### config.mk
export PLATFORM = sky130hd
export DESIGN_NAME = pvs_top
export DESIGN_NICKNAME = d
export VERILOG_FILES = /design/src/inc/pvs_pkg.sv /design/src/hw/pvs_fifo.sv /design/src/hw/pvs_top.sv
export VERILOG_INCLUDE_DIRS = /design/src /design/src/inc
export SDC_FILE = /design/constraint.sdc
export NUM_CORES = 1
export LEC_CHECK = 0
export BUFFER_PORTS_ARGS = -buffer_cell sky130_fd_sc_hd__buf_4
export CORE_MARGIN = 5
export CORE_UTILIZATION = 40
export DETAILED_ROUTE_END_ITERATION = 6
export SYNTH_ARGS = -nofsm -noshare
export SYNTH_HDL_FRONTEND = slang
export SYNTH_SLANG_ARGS = --single-unit
### constraint.sdc
create_clock -name mclk_in -period 8.8 [get_ports mclk_in]
set_input_delay 1.76 -clock mclk_in [delete_from_list [all_inputs] [get_ports mclk_in]]
set_output_delay 1.76 -clock mclk_in [all_outputs]
set_load 0.02 [all_outputs]
### src/inc/pvs_regs.svh
// register offsets, field positions and reset values of the print video serializer
// assumes a 12-bit APB byte address with one 32-bit word per register
`ifndef PVS_REGS_SVH
`define PVS_REGS_SVH

// byte offsets
`define PVS_CTRL_OFF      12'h000
`define PVS_LINE_LEN_OFF  12'h004
`define PVS_PAGE_LEN_OFF  12'h008
`define PVS_DATA_OFF      12'h00C
`define PVS_STATUS_OFF    12'h010

// control fields
`define PVS_CTRL_START     0
`define PVS_CTRL_PAGE_POL  1
`define PVS_CTRL_LINE_POL  2
`define PVS_CTRL_PRINT_POL 3
`define PVS_CTRL_VIDEO_POL 4

// status fields
`define PVS_STAT_BUSY      0
`define PVS_STAT_PAGE_DONE 1
`define PVS_STAT_UNDERRUN  2
`define PVS_STAT_EMPTY     3
`define PVS_STAT_FULL      4
`define PVS_STAT_LINE      5

// reset values
`define PVS_POL_RESET      4'h7
`define PVS_LINE_LEN_RESET 16'h0400
`define PVS_PAGE_LEN_RESET 16'h0100

`endif

### src/inc/pvs_pkg.sv
// types shared by the print video serializer files
// assumes nothing beyond a SystemVerilog compiler
package pvs_pkg;

  // apb request from the master
  typedef struct packed {
    logic        psel;
    logic        penable;
    logic        pwrite;
    logic [11:0] paddr;
    logic [31:0] pwdata;
  } pvs_apb_req_t;

  // active levels: 1 means active high
  typedef struct packed {
    logic video;
    logic print;
    logic line;
    logic page;
  } pvs_pol_t;

  // page sequencer states
  typedef enum logic [1:0] {
    PVS_IDLE,
    PVS_WAIT_PAGE,
    PVS_WAIT_LINE,
    PVS_SHIFT
  } pvs_state_t;

endpackage

### src/hw/pvs_fifo.sv
// synchronous fifo carrying video words from the register bus to the shifter
// assumes one clock, synchronous active-high reset
`timescale 1ns/1ps
`default_nettype none

module pvs_fifo #(
  parameter int WIDTH = 32,
  parameter int DEPTH = 16
) (
  input  wire logic             mclk_in,
  input  wire logic             reset_in,
  input  wire logic             in_valid_in,
  output logic                  in_ready_out,
  input  wire logic [WIDTH-1:0] in_data_in,
  output logic                  out_valid_out,
  input  wire logic             out_ready_in,
  output logic      [WIDTH-1:0] out_data_out
);
  localparam int AW = $clog2(DEPTH);

  logic [WIDTH-1:0] mem_r [DEPTH];
  logic [AW-1:0]    wr_ptr_r;
  logic [AW-1:0]    rd_ptr_r;
  logic [AW:0]      count_r;
  logic             push;
  logic             pop;

  // handshakes
  assign in_ready_out  = (count_r != (AW+1)'(DEPTH));
  assign out_valid_out = (count_r != '0);
  assign push          = in_valid_in & in_ready_out;
  assign pop           = out_ready_in & out_valid_out;
  assign out_data_out  = mem_r[rd_ptr_r];

  // storage
  always_ff @(posedge mclk_in)
  begin
    if (push) mem_r[wr_ptr_r] <= in_data_in;
  end

  // pointers and fill level
  always_ff @(posedge mclk_in)
  begin
    if (reset_in)
    begin
      wr_ptr_r <= '0;
      rd_ptr_r <= '0;
      count_r  <= '0;
    end
    else
    begin
      if (push) wr_ptr_r <= (wr_ptr_r == AW'(DEPTH-1)) ? '0 : wr_ptr_r + 1'b1;
      if (pop)  rd_ptr_r <= (rd_ptr_r == AW'(DEPTH-1)) ? '0 : rd_ptr_r + 1'b1;
      if (push & ~pop)      count_r <= count_r + 1'b1;
      else if (pop & ~push) count_r <= count_r - 1'b1;
    end
  end
endmodule // pvs_fifo

`default_nettype wire

### src/hw/pvs_top.sv
// print video serializer: apb registers, page/line sequencer, serial video out
// assumes the video shift clock and both syncs are asynchronous to mclk_in,
// and that the video clock is well below half the mclk_in rate
//
// What this block does
// - page starts only after frame sync seen at its programmed active level.
// - one scanline sent per recognized line sync assertion, programmable polarity.
// - print request output asserted at programmable polarity when ready to print.
// - serial video on one pin, default low active, polarity programmable.
`timescale 1ns/1ps
`default_nettype none
`include "pvs_regs.svh"

module pvs_top #(
  parameter int FIFO_DEPTH = 16,
  parameter int LEN_W      = 16
) (
  input  wire logic                  mclk_in,
  input  wire logic                  reset_in,
  input  wire pvs_pkg::pvs_apb_req_t apb_in,
  output logic [31:0]                prdata_out,
  output logic                       pready_out,
  output logic                       pslverr_out,
  input  wire logic                  video_shift_clock_in,
  input  wire logic                  page_sync_in,
  input  wire logic                  scanline_sync_in,
  output logic                       print_request_out,
  output logic                       video_data_out
);
  import pvs_pkg::*;

  ////////////////////////////////////////////////////////////////////////////
  // pin synchronisers

  logic [2:0] video_shift_clock_sync_r;
  logic [2:0] page_sync_r;
  logic [2:0] line_sync_r;
  logic       video_shift_clock_lvl_r;
  logic       page_lvl_r;
  logic       line_lvl_r;
  logic       line_act_prev_r;

  // three flops per pin, first flop feeds only the second
  always_ff @(posedge mclk_in)
  begin
    video_shift_clock_sync_r <= {video_shift_clock_sync_r[1:0], video_shift_clock_in};
    page_sync_r <= {page_sync_r[1:0], page_sync_in};
    line_sync_r <= {line_sync_r[1:0], scanline_sync_in};
  end

  // a level counts once the second and third flops agree
  always_ff @(posedge mclk_in)
  begin
    if (reset_in)
    begin
      video_shift_clock_lvl_r <= 1'b0;
      page_lvl_r <= 1'b0;
      line_lvl_r <= 1'b0;
    end
    else
    begin
      if (video_shift_clock_sync_r[1] == video_shift_clock_sync_r[2]) video_shift_clock_lvl_r <= video_shift_clock_sync_r[2];
      if (page_sync_r[1] == page_sync_r[2]) page_lvl_r <= page_sync_r[2];
      if (line_sync_r[1] == line_sync_r[2]) line_lvl_r <= line_sync_r[2];
    end
  end

  ////////////////////////////////////////////////////////////////////////////
  // registers

  pvs_pol_t         pol_r;
  logic [LEN_W-1:0] line_len_r;
  logic [LEN_W-1:0] page_len_r;
  logic             page_done_r;
  logic             underrun_r;
  logic [31:0]      rdata_r;
  pvs_state_t       state_r;
  pvs_state_t       state_nxt;

  wire apb_setup  = apb_in.psel & ~apb_in.penable;
  wire apb_access = apb_in.psel & apb_in.penable;
  wire sel_ctrl   = (apb_in.paddr == `PVS_CTRL_OFF);
  wire sel_llen   = (apb_in.paddr == `PVS_LINE_LEN_OFF);
  wire sel_plen   = (apb_in.paddr == `PVS_PAGE_LEN_OFF);
  wire sel_data   = (apb_in.paddr == `PVS_DATA_OFF);
  wire sel_stat   = (apb_in.paddr == `PVS_STATUS_OFF);
  wire mapped     = sel_ctrl | sel_llen | sel_plen | sel_data | sel_stat;
  wire fifo_in_ready;
  wire fifo_out_valid;
  wire [31:0] fifo_out_data;

  // data writes stall while the fifo is full
  assign pready_out  = ~(apb_in.pwrite & sel_data & ~fifo_in_ready);
  assign pslverr_out = apb_access & ~mapped;
  assign prdata_out  = rdata_r;

  wire wr_fire  = apb_access & apb_in.pwrite & pready_out;
  wire wr_ctrl  = wr_fire & sel_ctrl;
  wire wr_stat  = wr_fire & sel_stat;
  wire fifo_push_valid = apb_access & apb_in.pwrite & sel_data;
  wire start_req = wr_ctrl & apb_in.pwdata[`PVS_CTRL_START];

  // read mux, sampled in the setup phase
  wire [31:0] ctrl_rd = {27'h000_0000, pol_r.video, pol_r.print, pol_r.line, pol_r.page,
                         1'b0};
  wire [31:0] stat_rd = {26'h000_0000, (state_r == PVS_SHIFT), ~fifo_in_ready,
                         ~fifo_out_valid, underrun_r, page_done_r, (state_r != PVS_IDLE)};
  wire [31:0] rd_mux  = sel_ctrl ? ctrl_rd :
                        sel_llen ? 32'(line_len_r) :
                        sel_plen ? 32'(page_len_r) :
                        sel_stat ? stat_rd : 32'h0000_0000;

  // software-written configuration
  always_ff @(posedge mclk_in)
  begin
    if (reset_in)
    begin
      pol_r      <= `PVS_POL_RESET;
      line_len_r <= `PVS_LINE_LEN_RESET;
      page_len_r <= `PVS_PAGE_LEN_RESET;
      rdata_r    <= 32'h0000_0000;
    end
    else
    begin
      if (wr_ctrl) pol_r <= apb_in.pwdata[`PVS_CTRL_VIDEO_POL:`PVS_CTRL_PAGE_POL];
      if (wr_fire & sel_llen) line_len_r <= apb_in.pwdata[LEN_W-1:0];
      if (wr_fire & sel_plen) page_len_r <= apb_in.pwdata[LEN_W-1:0];
      if (apb_setup) rdata_r <= rd_mux;
    end
  end

  ////////////////////////////////////////////////////////////////////////////
  // page and line sequencer

  logic [LEN_W-1:0] bits_sent_r;
  logic [LEN_W-1:0] lines_sent_r;
  logic [5:0]       word_left_r;
  logic [31:0]      shift_r;
  logic             bit_r;

  wire video_shift_clock_rise = (video_shift_clock_sync_r[1] == video_shift_clock_sync_r[2]) & video_shift_clock_sync_r[2] & ~video_shift_clock_lvl_r;
  wire page_act  = (page_lvl_r == pol_r.page);
  wire line_act  = (line_lvl_r == pol_r.line);
  wire line_rise = line_act & ~line_act_prev_r;
  wire shifting  = (state_r == PVS_SHIFT) & video_shift_clock_rise;
  wire line_end  = shifting & (bits_sent_r == line_len_r);
  wire page_end  = line_end & (lines_sent_r + 1'b1 == page_len_r);
  wire need_word = shifting & ~line_end & (word_left_r == 6'h00);
  wire underrun  = need_word & ~fifo_out_valid;
  wire fifo_pop  = need_word;

  // state transitions
  always_comb
  begin
    state_nxt = state_r;
    unique case (state_r)
      PVS_IDLE:      if (start_req) state_nxt = PVS_WAIT_PAGE;
      PVS_WAIT_PAGE: if (page_act) state_nxt = PVS_WAIT_LINE;
      PVS_WAIT_LINE: if (line_rise) state_nxt = PVS_SHIFT;
      PVS_SHIFT:     if (line_end) state_nxt = page_end ? PVS_IDLE : PVS_WAIT_LINE;
    endcase
  end

  always_ff @(posedge mclk_in)
  begin
    if (reset_in)
    begin
      state_r         <= PVS_IDLE;
      line_act_prev_r <= 1'b1;
    end
    else
    begin
      state_r         <= state_nxt;
      line_act_prev_r <= line_act;
    end
  end

  // line and page counters
  always_ff @(posedge mclk_in)
  begin
    if (reset_in)
    begin
      bits_sent_r  <= '0;
      lines_sent_r <= '0;
    end
    else
    begin
      if (state_r == PVS_WAIT_PAGE) lines_sent_r <= '0;
      else if (line_end) lines_sent_r <= lines_sent_r + 1'b1;
      if (state_r == PVS_WAIT_LINE) bits_sent_r <= '0;
      else if (shifting & ~line_end) bits_sent_r <= bits_sent_r + 1'b1;
    end
  end

  always_ff @(posedge mclk_in)
  begin
    if (reset_in)
    begin
      shift_r     <= 32'h0000_0000;
      word_left_r <= 6'h00;
      bit_r       <= 1'b0;
    end
    else if (state_r != PVS_SHIFT)
    begin
      word_left_r <= 6'h00;
      bit_r       <= 1'b0;
    end
    else if (line_end)
      bit_r <= 1'b0;
    else if (need_word)
    begin
      shift_r     <= {fifo_out_data[30:0], 1'b0};
      word_left_r <= fifo_out_valid ? 6'd31 : 6'h00;
      bit_r       <= fifo_out_valid & fifo_out_data[31];
    end
    else if (shifting)
    begin
      shift_r     <= {shift_r[30:0], 1'b0};
      word_left_r <= word_left_r - 1'b1;
      bit_r       <= shift_r[31];
    end
  end

  // sticky flags, set wins over write-one-to-clear
  always_ff @(posedge mclk_in)
  begin
    if (reset_in)
    begin
      page_done_r <= 1'b0;
      underrun_r  <= 1'b0;
    end
    else
    begin
      page_done_r <= page_end | (page_done_r & ~(wr_stat & apb_in.pwdata[`PVS_STAT_PAGE_DONE]));
      underrun_r  <= underrun | (underrun_r & ~(wr_stat & apb_in.pwdata[`PVS_STAT_UNDERRUN]));
    end
  end

  ////////////////////////////////////////////////////////////////////////////
  // output pins

  always_ff @(posedge mclk_in)
  begin
    if (reset_in)
    begin
      print_request_out <= 1'b0;
      video_data_out    <= 1'b1;
    end
    else
    begin
      print_request_out <= ~((state_r != PVS_IDLE) ^ pol_r.print);
      video_data_out    <= ~(bit_r ^ pol_r.video);
    end
  end

  ////////////////////////////////////////////////////////////////////////////
  // video word buffer

  pvs_fifo #(
    .WIDTH (32),
    .DEPTH (FIFO_DEPTH)
  ) u_fifo (
    .mclk_in       (mclk_in),
    .reset_in      (reset_in),
    .in_valid_in   (fifo_push_valid),
    .in_ready_out  (fifo_in_ready),
    .in_data_in    (apb_in.pwdata),
    .out_valid_out (fifo_out_valid),
    .out_ready_in  (fifo_pop),
    .out_data_out  (fifo_out_data)
  );
endmodule // pvs_top

`default_nettype wire

==> results by group, run 1 <==
Layout
  • Area of the multi-input gates: 7820 µm²
  • FF+latch area: 18,500 µm²
  • FILL cells: roughly 5,800
  • Layout Utilization: between 40% and 50%
  • Design area: about 30,000 µm²
  • Area Growth Syn to Fin: 13.7%
  • Final #Nets: 1,766
  • Leading cell type in the layout, fill and taps excluded: edfxtp_1
  • Ant diodes: 0
  • Most frequent cells in the layout: 512 x edfxtp_1, 160 x mux4_2, 154 x dfxtp_1, 131 x nand2_1, 118 x nor2_1
  • Layout cells sized above 1: between 20 and 25%

Routing
  • Drt total wl: between 50,000 and 60,000 µm
  • 1st-pass router iterations: 5
  • WL per Instance: between 20 and 25 µm
  • Avg Vias per Cell: ~5.5
  • Vias after detailed routing: between 10,000 and 15,000
  • DRT antenna net count: 0
  • Drt initial violations: 1,111
  • Number of remaining DRC errors: 0

Synth
  • Ys flop type: edfxtp_1
  • Post-synthesis mux area share: around 14%
  • Synth Area in Compound Gates: about 4%
  • Post-synth EDFFs: approximately 510
  • Synth Area in Adders: less than 1%
  • Gate Count Post-Synth: roughly 1,600
  • Ys Warns: 0
  • Post-synth top area share: between 50% and 60%
  • Syn_area_per_cell: 16.5 µm²
  • Synth Area in XOR/XNOR: between 2 and 2.5%
  • Largest cells by area after synthesis: edfxtp_1 57%, mux4_2 13%, dfxtp_1 12%, nand2_1 1.8%, nor2_1 1.8%
  • Cell taking the most area after synthesis: edfxtp_1
  • Post-synth ARST share: 0%
  • Post-synthesis simple-gate area fraction: slightly above 7%
  • Largest family of logic cells by synthesized area: multiplexers
  • Distinct cells, synth: 64
  • Sequential fraction of the synthesis area: 69.2%
  • Mapped cell area: approximately 27,000 µm²
  • Count of state elements after synthesis: 670

Clocking
  • CTS Sinks: 670
  • Root buffer cell: clkbuf_16
  • H-tree Lvls: 3
  • TritonCTS Buffers: roughly 70
  • PostCTS Resize Cnt: 0
  • CTS Hold Bufs: 0
  • Clock Pin Slew Worst Setup and Hold Paths: approximately 0.060 ns
  • Post-CTS Setup Inserts: 0
  • CTS tree: done
  • Max Root-Sink Buffers: 3
  • Worst skew pair latency: 0.60 ns

Timing
  • Final Max Tran Viols: 0
  • Period Utilization, post-route: 55.7%
  • Peak Freq: 204 MHz
  • Setup violators final: 0
  • Tmin final: a little under 5 ns
  • Final setup margin: ~4 ns
  • Fin Setup TNS: 0 ns
  • RSZ-0062 raised after global routing: false
  • Post-Route Skew: between 0.015 and 0.02 ns
  • Hold Fails Final Rpt: 0
  • Slew HR: between 15 and 20%
  • Worst-margin pin slew: 1.23 ns

Pwr
  • Gate power share: ~1.6%
  • Clock network power share: 45.0%
  • Switch share: approximately a fifth
  • VDD IR-drop max: roughly 0.14 mV
  • Sequential power share: ~53%
  • Pwr/cell area: approximately 210 nW/µm²
  • Leak: ~0.0096 µW
  • Switching Power: between 1000 and 1500 µW
  • Internal power: ~5000 µW

Min path
  • Worst Hold Launch: line_sync_r[0]$_DFF_P_
  • Hold Path Class: register to register

Floorplan
  • Total core area: between 60,000 and 70,000 µm²
  • Initial Utilization: between 40% and 50%
  • Num ports: 88
  • Die ar.: approximately 72,000 µm²
  • FP Rows: 95
  • Die W: between 200 and 300 µm
  • Die height: between 200 and 300 µm

Setup path
  • Worst-path maximum fanout: 5
  • Crit path to: pslverr_out
  • CP startpoint: apb_in[41]
  • R2r endpoint: u_fifo.mem_r[3][2]$_DFFE_PP_
  • R2R depth: 6
  • Startpoint types: input port
  • Critical path type: input port to output pin
  • Critical path arrival: between 3 and 4 ns
  • FF-to-FF Start: u_fifo.count_r[0]$_SDFFE_PP0P_
  • FF-to-FF setup slack: 5.31 ns
  • Crit end category: output pin
  • Worst Path Required: just over 7 ns

GRT
  • First-pass GRT wire length: ~91,000 µm
  • Number of global-route vias before repair: about 15,000
  • Antenna violations before repair: 0
  • Grt ovf: 0
  • Pin count of the biggest net entering global routing: between 70 and 80
  • All-Layer GR Usage: around 16%

Flow run
  • Max Cap Viol: 0

Placed design
  • Area after DPL: about 28,000 µm²
  • Port Buf Inserts: just over 70
  • Detailed Place HPWL: between 30,000 and 40,000 µm
  • Place WS: about 3.5 ns
  • RePlAce Congestion: between 0.7 and 0.8

Run status
  • Status: completed
==> flip-flops by register name (all words and copies together) (netlist names), 5 cells and up, named ones only <==
| register | count |
|---|---|
| bits_sent_r | 16 |
| line_len_r | 16 |
| lines_sent_r | 16 |
| page_len_r | 16 |
| prdata_out | 16 |
| shift_r | 31 |
| u_fifo.count_r | 5 |
| u_fifo.mem_r | 512 |
| word_left_r | 6 |
==> cell type report <==
class                   instances  area share [%]
inverters                      17           0.209
multi-input cells             845            25.7
repair buffers                 95            2.34
flip-flops and latches        670            60.9
clock inverters                27           0.948
clock buffers                 101            6.40
well taps                     873            3.58
==> critical path: stages <==
cell     delay (ns)
buf_4          0.11
nor4_2         0.38
nand4_1        0.26
nor2_1         0.38
nor3_1         0.08
buf_4          0.17
==> layer usage <==
metal | wire, µm | track usage, % | vias to the layer above
li1 | - | - | 6476
met1 | 25700 | 22.6 | 7449
met2 | 29300 | 27.7 | 347
met3 | 2890 | 3.06 | 92
met4 | 1200 | 3.81 | 0
met5 | 0 | 0 | -
==> power groups by stage <==
stage / sequential (µW) / combinational (µW) / clock (µW)
finish: 3410 / 104 / 2880
floorplan: 3480 / 35.5 / 0
global placement: 3470 / 102 / 0
CTS: 3410 / 105 / 2960
detailed placement: 3470 / 106 / 0
global route: 3400 / 114 / 3090
==> worst min path at each step <==
stage | slack, ns | to | depth (start not counted)
floorplan | 0.31 | line_sync_r[1]$_DFF_P_ | 0
global placement | 0.32 | video_shift_clock_sync_r[1]$_DFF_P_ | 0
detailed placement | 0.32 | line_sync_r[1]$_DFF_P_ | 0
CTS | 0.33 | line_sync_r[1]$_DFF_P_ | 0
global route | 0.34 | line_sync_r[1]$_DFF_P_ | 0
finish | 0.33 | line_sync_r[1]$_DFF_P_ | 0
==> through the flow <==
stage                     hold WS (ns)  std cells  total power (µW)
after CTS                        0.330       2628              6470
after floorplan                  0.310       1642              3510
final                            0.333       2628              6390
after global routing             0.339       2628              6610
after global placement           0.318       2500              3580
after detailed placement         0.316       2500              3580
==> cell usage after synthesis (25+ instances only) <==
| cell | count |
|---|---|
| mux4_2 | 160 |
| nand2_1 | 131 |
| nor2_1 | 130 |
| nand3_1 | 25 |
| xnor2_1 | 32 |
| nor3_1 | 31 |
| buf_2 | 32 |
| edfxtp_1 | 512 |
| xor2_1 | 38 |
| a311oi_1 | 34 |
| clkbuf_1 | 52 |
| dfxtp_1 | 158 |
| a21oi_1 | 46 |
==> kinds of logic (layout without fill, tap and decap cells) <==
group           count (synthesis)  in the layout
mux                           183            183
compound gates                150            150
buf+inv                       127            240
xor+xnor                       71             71
simple gates                  411            411
fa+ha+maj                      14             14
flops                         670            670
other cells                     1             16
No activity file was read; power rests on OpenSTA's default activity.
==> run 2, diff against run 1 <==
==> constraint.sdc (replaced) <==
create_clock -name mclk_in -period 4.4 [get_ports mclk_in]
set_input_delay 0.88 -clock mclk_in [delete_from_list [all_inputs] [get_ports mclk_in]]
set_output_delay 0.88 -clock mclk_in [all_outputs]
set_load 0.02 [all_outputs]
==> results by group, run 2 (synthesis gave the netlist of run 1 again) <==
Timing
  • Peak Freq: between 300 and 400 MHz
  • Hold Fails Final Rpt: 0 (unchanged)
  • Setup violators final: 0 (unchanged)
  • Fin Hold WS: 0.326 ns (-0.00667 ns)
  • Worst-margin pin slew: 0.905 ns (-0.329 ns)
  • Post-Route Skew: 0.0206 ns (+0.00273 ns)
  • Final Max Tran Viols: 0 (unchanged)
  • Final setup margin: 1.19 ns (-2.71 ns)
  • RSZ-0062 raised after global routing: false
  • Tmin final: between 3 and 4 ns
  • Period Utilization, post-route: 73.0%
  • Fin Setup TNS: 0 ns (unchanged)
  • Slew HR: 39.7% (+22 points)

Routing
  • Drt initial violations: 1,303 (+17%)
  • DRT antenna net count: 0 (unchanged)
  • 1st-pass router iterations: 5 (unchanged)
  • Number of remaining DRC errors: 0 (unchanged)
  • Drt total wl: 60,300 µm (+2.0%)
  • WL per Instance: 22.8 µm (+1.4%)
  • Avg Vias per Cell: 5.47 (about the same)
  • Vias after detailed routing: 14,500 (+0.60%)

Layout
  • FILL cells: 5,677 (-2.1%)
  • Final instance count without filler cells: 2,644 (+0.61%)
  • Most frequent cells in the layout: 512 x edfxtp_1, 160 x mux4_2, 154 x dfxtp_1, 131 x nand2_1, 118 x nor2_1
  • Largest Register: u_fifo.mem_r
  • Top flop regs: u_fifo.mem_r: 512 flops, shift_r: 31 flops
  • Layout cells sized above 1: 22.8% (+0.70 points)
  • Final #Nets: 1,781 (+0.85%)
  • Area Growth Syn to Fin: 15.0%
  • Max FFs per register: 512 (unchanged)
  • Ant diodes: 0 (unchanged)
  • Leading cell type in the layout, fill and taps excluded: edfxtp_1

Setup path
  • Critical path type: input port to output pin
  • Crit-path cells: buf_4 -> nor3_1 -> nand4_1 -> nor2_1 -> nor3_1 -> buf_4
  • FF-to-FF setup slack: 1.25 ns (-4.06 ns)
  • Critical path arrival: 2.33 ns (-0.81 ns)
  • Crit end category: output pin
  • Startpoint types: input port
  • Worst Path Required: 3.52 ns (-3.52 ns)
  • Worst-path maximum fanout: 5 (unchanged)
  • Slowest cell on the critical path: nor2_1
  • Worst path max stage delay: 0.41 ns (+0.03 ns)

Pwr
  • Pwr/cell area: 423 nW/µm² (+100%)
  • VDD IR-drop max: 0.252 mV (+84%)
  • Leak: 0.00971 µW (+1.3%)

Floorplan
  • Die height: 269 µm (unchanged)
  • Num ports: 88 (unchanged)
  • Die W: 269 µm (unchanged)
  • FP Rows: 95 (unchanged)
  • Die ar.: 72,300 µm² (unchanged)
  • Total core area: 66,800 µm² (unchanged)
  • Initial Utilization: 40.1% (unchanged)

Clocking
  • TritonCTS Buffers: 72 (+1.4%)
  • Root buffer cell: clkbuf_16
  • Max Root-Sink Buffers: 3 (unchanged)
  • Clock Pin Slew Worst Setup and Hold Paths: 0.05 ns (about the same)
  • CTS tree: done
  • CTS Hold Bufs: 0 (unchanged)
  • Worst skew pair latency: 0.60 ns (about the same)
  • CTS Sinks: 670 (unchanged)
  • PostCTS Resize Cnt: 0 (unchanged)
  • Post-CTS Setup Inserts: 0 (unchanged)
  • H-tree Lvls: 3 (unchanged)

GRT
  • Pin count of the biggest net entering global routing: 78 (unchanged)
  • Antenna violations before repair: 2 (+2)
  • Number of global-route vias before repair: 14,500 (-2.1%)
  • Grt ovf: 0 (unchanged)
  • First-pass GRT wire length: 91,100 µm (about the same)
  • All-Layer GR Usage: 16.6% (+0.15 points)

Placed design
  • Inst Count DP: 2,514 (+0.56%)
  • Detailed Place HPWL: 38,900 µm (+11%)
  • RePlAce Congestion: 0.841 (+5.7%)
  • Port Buf Inserts: 71 (unchanged)
  • Place WS: 0.715 ns (-2.74 ns)

Min path
  • Hold Path Class: register to register

Flow run
  • Max Cap Viol: 0 (unchanged)

Run status
  • Status: completed
==> run 2: changes by cell type in the layout (fill, tap and decap cells not counted), sizes merged <==
cell	before	now
buf	95	109
clkbuf	101	87
clkinv	20	30
bufinv	4	8
clkinvlp	0	1
inv	20	21
==> run 2: area by class of cell <==
type	instances	area, µm²	area share, %
inverter	17	63.8	0.207
clock inverter	43	449	1.46
clock buffer	87	1910	6.20
multi-input combinational	845	7840	25.4
timing repair buffer	109	918	2.98
tap	873	1090	3.54
sequential	670	18500	60.2
==> run 2: layer usage <==
metal  vias up  global-route usage, %  part of all wire (%)
li1       6506                      -                     -
met1      7412                   24.4                    45
met2       439                   25.5                    46
met3        93                   3.23                   6.8
met4         0                   4.93                   2.2
met5         -                      0                     0
==> run 2: worst max-delay path: cells and delay by family <==
family / cells / cell delay (ns)
buffers and inverters: 2 / 0.28
AND/OR/NAND/NOR: 4 / 1.17
==> run 2: worst paths after layout <==
kind / start / end / cells past startpoint
max: apb_in[39] / pslverr_out / 6
min: page_sync_r[0]$_DFF_P_ / page_sync_r[1]$_DFF_P_ / 0
max reg2reg: bits_sent_r[8]$_SDFFE_PP0P_ / u_fifo.count_r[4]$_SDFFE_PP0P_ / 13
min reg2reg: page_sync_r[0]$_DFF_P_ / page_sync_r[1]$_DFF_P_ / 0
==> run 2: power by group <==
group	switching, µW	internal (µW)
combinational	164	54.5
clock	2420	3580
sequential	7.61	6810
total	2600	10400
==> run 2: metrics by stage <==
step                      utilization (%)  cell area [µm²]  power [µW]
after floorplan                         -            26900        7030
after global placement               42.6            28500        7160
final                                46.1            30800       13000
after CTS                            46.1            30800       13200
after global routing                 46.1            30800       13500
after detailed placement             42.6            28500        7170
==> run 3, diff against run 2 <==
==> constraint.sdc (replaced) <==
create_clock -name mclk_in -period 3.2 [get_ports mclk_in]
set_input_delay 0.64 -clock mclk_in [delete_from_list [all_inputs] [get_ports mclk_in]]
set_output_delay 0.64 -clock mclk_in [all_outputs]
set_load 0.02 [all_outputs]
==> results by group, run 3 (synthesis gave the netlist of run 1 again) <==
Pwr
  • Total Power: 18,400 µW (+41%)
  • Leak: 0.0100 µW (+3.4%)
  • VDD IR-drop max: 0.430 mV (+71%)
  • Pwr/cell area: 585 nW/µm² (+38%)

Layout
  • FILL cells: 5,670 (-0.12%)
  • Most frequent cells in the layout: 512 x edfxtp_1, 160 x mux4_2, 154 x dfxtp_1, 131 x nand2_1
  • Leading cell type in the layout, fill and taps excluded: edfxtp_1
  • Layout Utilization: 47.2% (+1.0 points)
  • Max FFs per register: 512 (unchanged)
  • Largest Register: u_fifo.mem_r
  • Area Growth Syn to Fin: 17.6%
  • Layout cells sized above 1: 25.2% (+2.5 points)
  • Final #Nets: 1,816 (+2.0%)
  • Top flop regs: u_fifo.mem_r: 512 flops, shift_r: 31 flops

Routing
  • Vias after detailed routing: 14,600 (+1.1%)
  • DRT antenna net count: 0 (unchanged)
  • WL per Instance: 22.9 µm (+0.59%)
  • 1st-pass router iterations: 5 (unchanged)
  • Avg Vias per Cell: 5.44 (-0.38%)
  • Number of remaining DRC errors: 0 (unchanged)
  • Drt total wl: 61,500 µm (+2.1%)
  • Drt initial violations: 1,145 (-12%)

Floorplan
  • Die height: 269 µm (unchanged)
  • FP Rows: 95 (unchanged)
  • Initial Utilization: 40.1% (unchanged)
  • Total core area: 66,800 µm² (unchanged)
  • Die ar.: 72,300 µm² (unchanged)
  • Num ports: 88 (unchanged)
  • Die W: 269 µm (unchanged)

Setup path
  • Most used cell, CP: a21oi_1
  • Crit-path cells: xor2_1 -> nor4_2 -> nand4_1 -> and2_2 -> nand2_1 -> ha_1 -> inv_1 -> fa_2 -> a21o_1 -> a21oi_1 -> xnor2_1 -> or3_1 -> a21oi_1
  • Slowest cell on the critical path: fa_2
  • Worst-path maximum fanout: 4 (-1)
  • Worst Path Required: 3.73 ns (+0.21 ns)
  • Crit end category: register
  • Startpoint types: register
  • Critical path type: register to register
  • R2R depth: 13 (unchanged)
  • R2r endpoint: u_fifo.count_r[4]$_SDFFE_PP0P_
  • Critical path arrival: 3.53 ns (+1.20 ns)
  • FF-to-FF Start: line_len_r[8]$_SDFFE_PP0P_
  • Worst path max stage delay: 0.37 ns (-0.04 ns)
  • FF-to-FF setup slack: 0.20 ns (-1.05 ns)

Timing
  • Peak Freq: 333 MHz
  • Worst-margin pin slew: 0.856 ns (-0.0484 ns)
  • Final setup margin: 0.199 ns (-0.989 ns)
  • RSZ-0062 raised after global routing: false
  • Post-Route Skew: 0.0199 ns (-0.000757 ns)
  • Final Max Tran Viols: 0 (unchanged)
  • Slew HR: 42.9% (+3.2 points)
  • Tmin final: roughly 3.0 ns
  • Hold Fails Final Rpt: 0 (unchanged)
  • Setup violators final: 0 (unchanged)
  • Period Utilization, post-route: ~94%

Placed design
  • Detailed Place HPWL: 37,600 µm (-3.2%)
  • Place WS: -0.000375 ns (-0.715 ns)
  • Port Buf Inserts: 71 (unchanged)
  • RePlAce Congestion: 0.815 (-3.1%)

GRT
  • First-pass GRT wire length: 94,400 µm (+3.6%)
  • All-Layer GR Usage: 17.1% (+0.49 points)
  • Pin count of the biggest net entering global routing: 78 (unchanged)
  • Number of global-route vias before repair: 15,200 (+5.1%)
  • Grt ovf: 0 (unchanged)
  • Antenna violations before repair: 0 (-2)

Clocking
  • Root buffer cell: clkbuf_16
  • H-tree Lvls: 3 (unchanged)
  • CTS Hold Bufs: 0 (unchanged)
  • Worst skew pair latency: 0.61 ns (about the same)
  • CTS Sinks: 670 (unchanged)
  • CTS tree: done
  • Post-CTS Setup Inserts: 0 (unchanged)
  • Clock Pin Slew Worst Setup and Hold Paths: 0.06 ns (about the same)
  • Max Root-Sink Buffers: 3 (unchanged)
  • TritonCTS Buffers: 72 (unchanged)

Min path
  • Worst Hold Launch: scanline_sync_in
  • Hold Path Class: input port to register
  • WHS Path Cells: 1 (+1)
  • Hold EP: line_sync_r[0]$_DFF_P_

Run status
  • Status: completed

Flow run
  • Max Cap Viol: 0 (unchanged)
-- run 3: changes by cell type in the layout (fill, tap and decap cells not counted), moves of 2 or more --
cell / before / now
clkbuf_8: 1 / 6
buf_4: 101 / 118
clkinv_1: 20 / 5
clkbuf_1: 12 / 15
clkinv_2: 6 / 14
nor4_1: 11 / 9
clkinv_4: 2 / 0
inv_6: 3 / 0
buf_12: 8 / 26
clkinv_16: 0 / 2
nor4_2: 2 / 4
bufinv_16: 8 / 11
-- run 3: area by class of cell --
cell class	instances	area [µm²]	share of cell area [%]
diodes	1	2.50	0.00794
clock buffers	94	1970	6.24
clock inverters	39	578	1.83
inverters	17	63.8	0.202
multi-input cells	845	7860	24.9
flip-flops and latches	670	18500	58.9
well taps	873	1090	3.47
repair buffers	144	1410	4.46
-- run 3: timing repair --
item                                    in CTS  in global routing
hold endpoints to repair                     0                  0
endpoints found under the setup margin       0                  1
resized for setup                            0                  2
-- run 3: where the power goes --
| part | internal, µW | switching, µW |
|---|---|---|
| clock | 5300 | 3490 |
| combinational | 77.5 | 209 |
| sequential | 9360 | 11.2 |
| total | 14700 | 3710 |
-- run 3: worst max-delay path by stage --
stage	start	endpoint	slack (ns)
5_1_grt	bits_sent_r[13]$_SDFFE_PP0P_	u_fifo.count_r[4]$_SDFFE_PP0P_	0.02
4_1_cts	line_len_r[8]$_SDFFE_PP0P_	u_fifo.count_r[4]$_SDFFE_PP0P_	0.05
6_report	line_len_r[8]$_SDFFE_PP0P_	u_fifo.count_r[4]$_SDFFE_PP0P_	0.20
3_5_place_dp	apb_in[41]	u_fifo.count_r[4]$_SDFFE_PP0P_	-0.0004
3_3_place_gp	apb_in[41]	u_fifo.count_r[4]$_SDFFE_PP0P_	0.03
2_1_floorplan	apb_in[41]	u_fifo.mem_r[11][0]$_DFFE_PP_	-0.39
-- run 3: stage by stage --
step                      instances  setup TNS, ns  hold slack [ns]  cell area, µm²
final                          2683              0            0.135           31500
after global routing           2682              0           0.0946           31500
after CTS                      2682              0           0.0886           31500
after detailed placement       2549      -0.000375            0.322           29000
after global placement         2549              0            0.321           29000
after floorplan                1642        -147.29            0.310           26900
-- run 3: routing by layer --
metal	GRT usage (%)	routed length, µm
met1	23.3	26700
met2	29.0	30800
met3	2.92	2860
met4	4.26	1210
met5	0	0
-- run 3: worst max-delay path: cells and delay by family (launching register included) --
family | cells | cell delay (ns)
adders and majority gates | 2 | 0.53
xor gates and xnor gates | 2 | 0.26
DFF | 1 | 0.33
buffers and inverters | 1 | 0.10
and+or+nand+nor | 5 | 1.19
AOI/OAI and AO/OA | 3 | 0.51
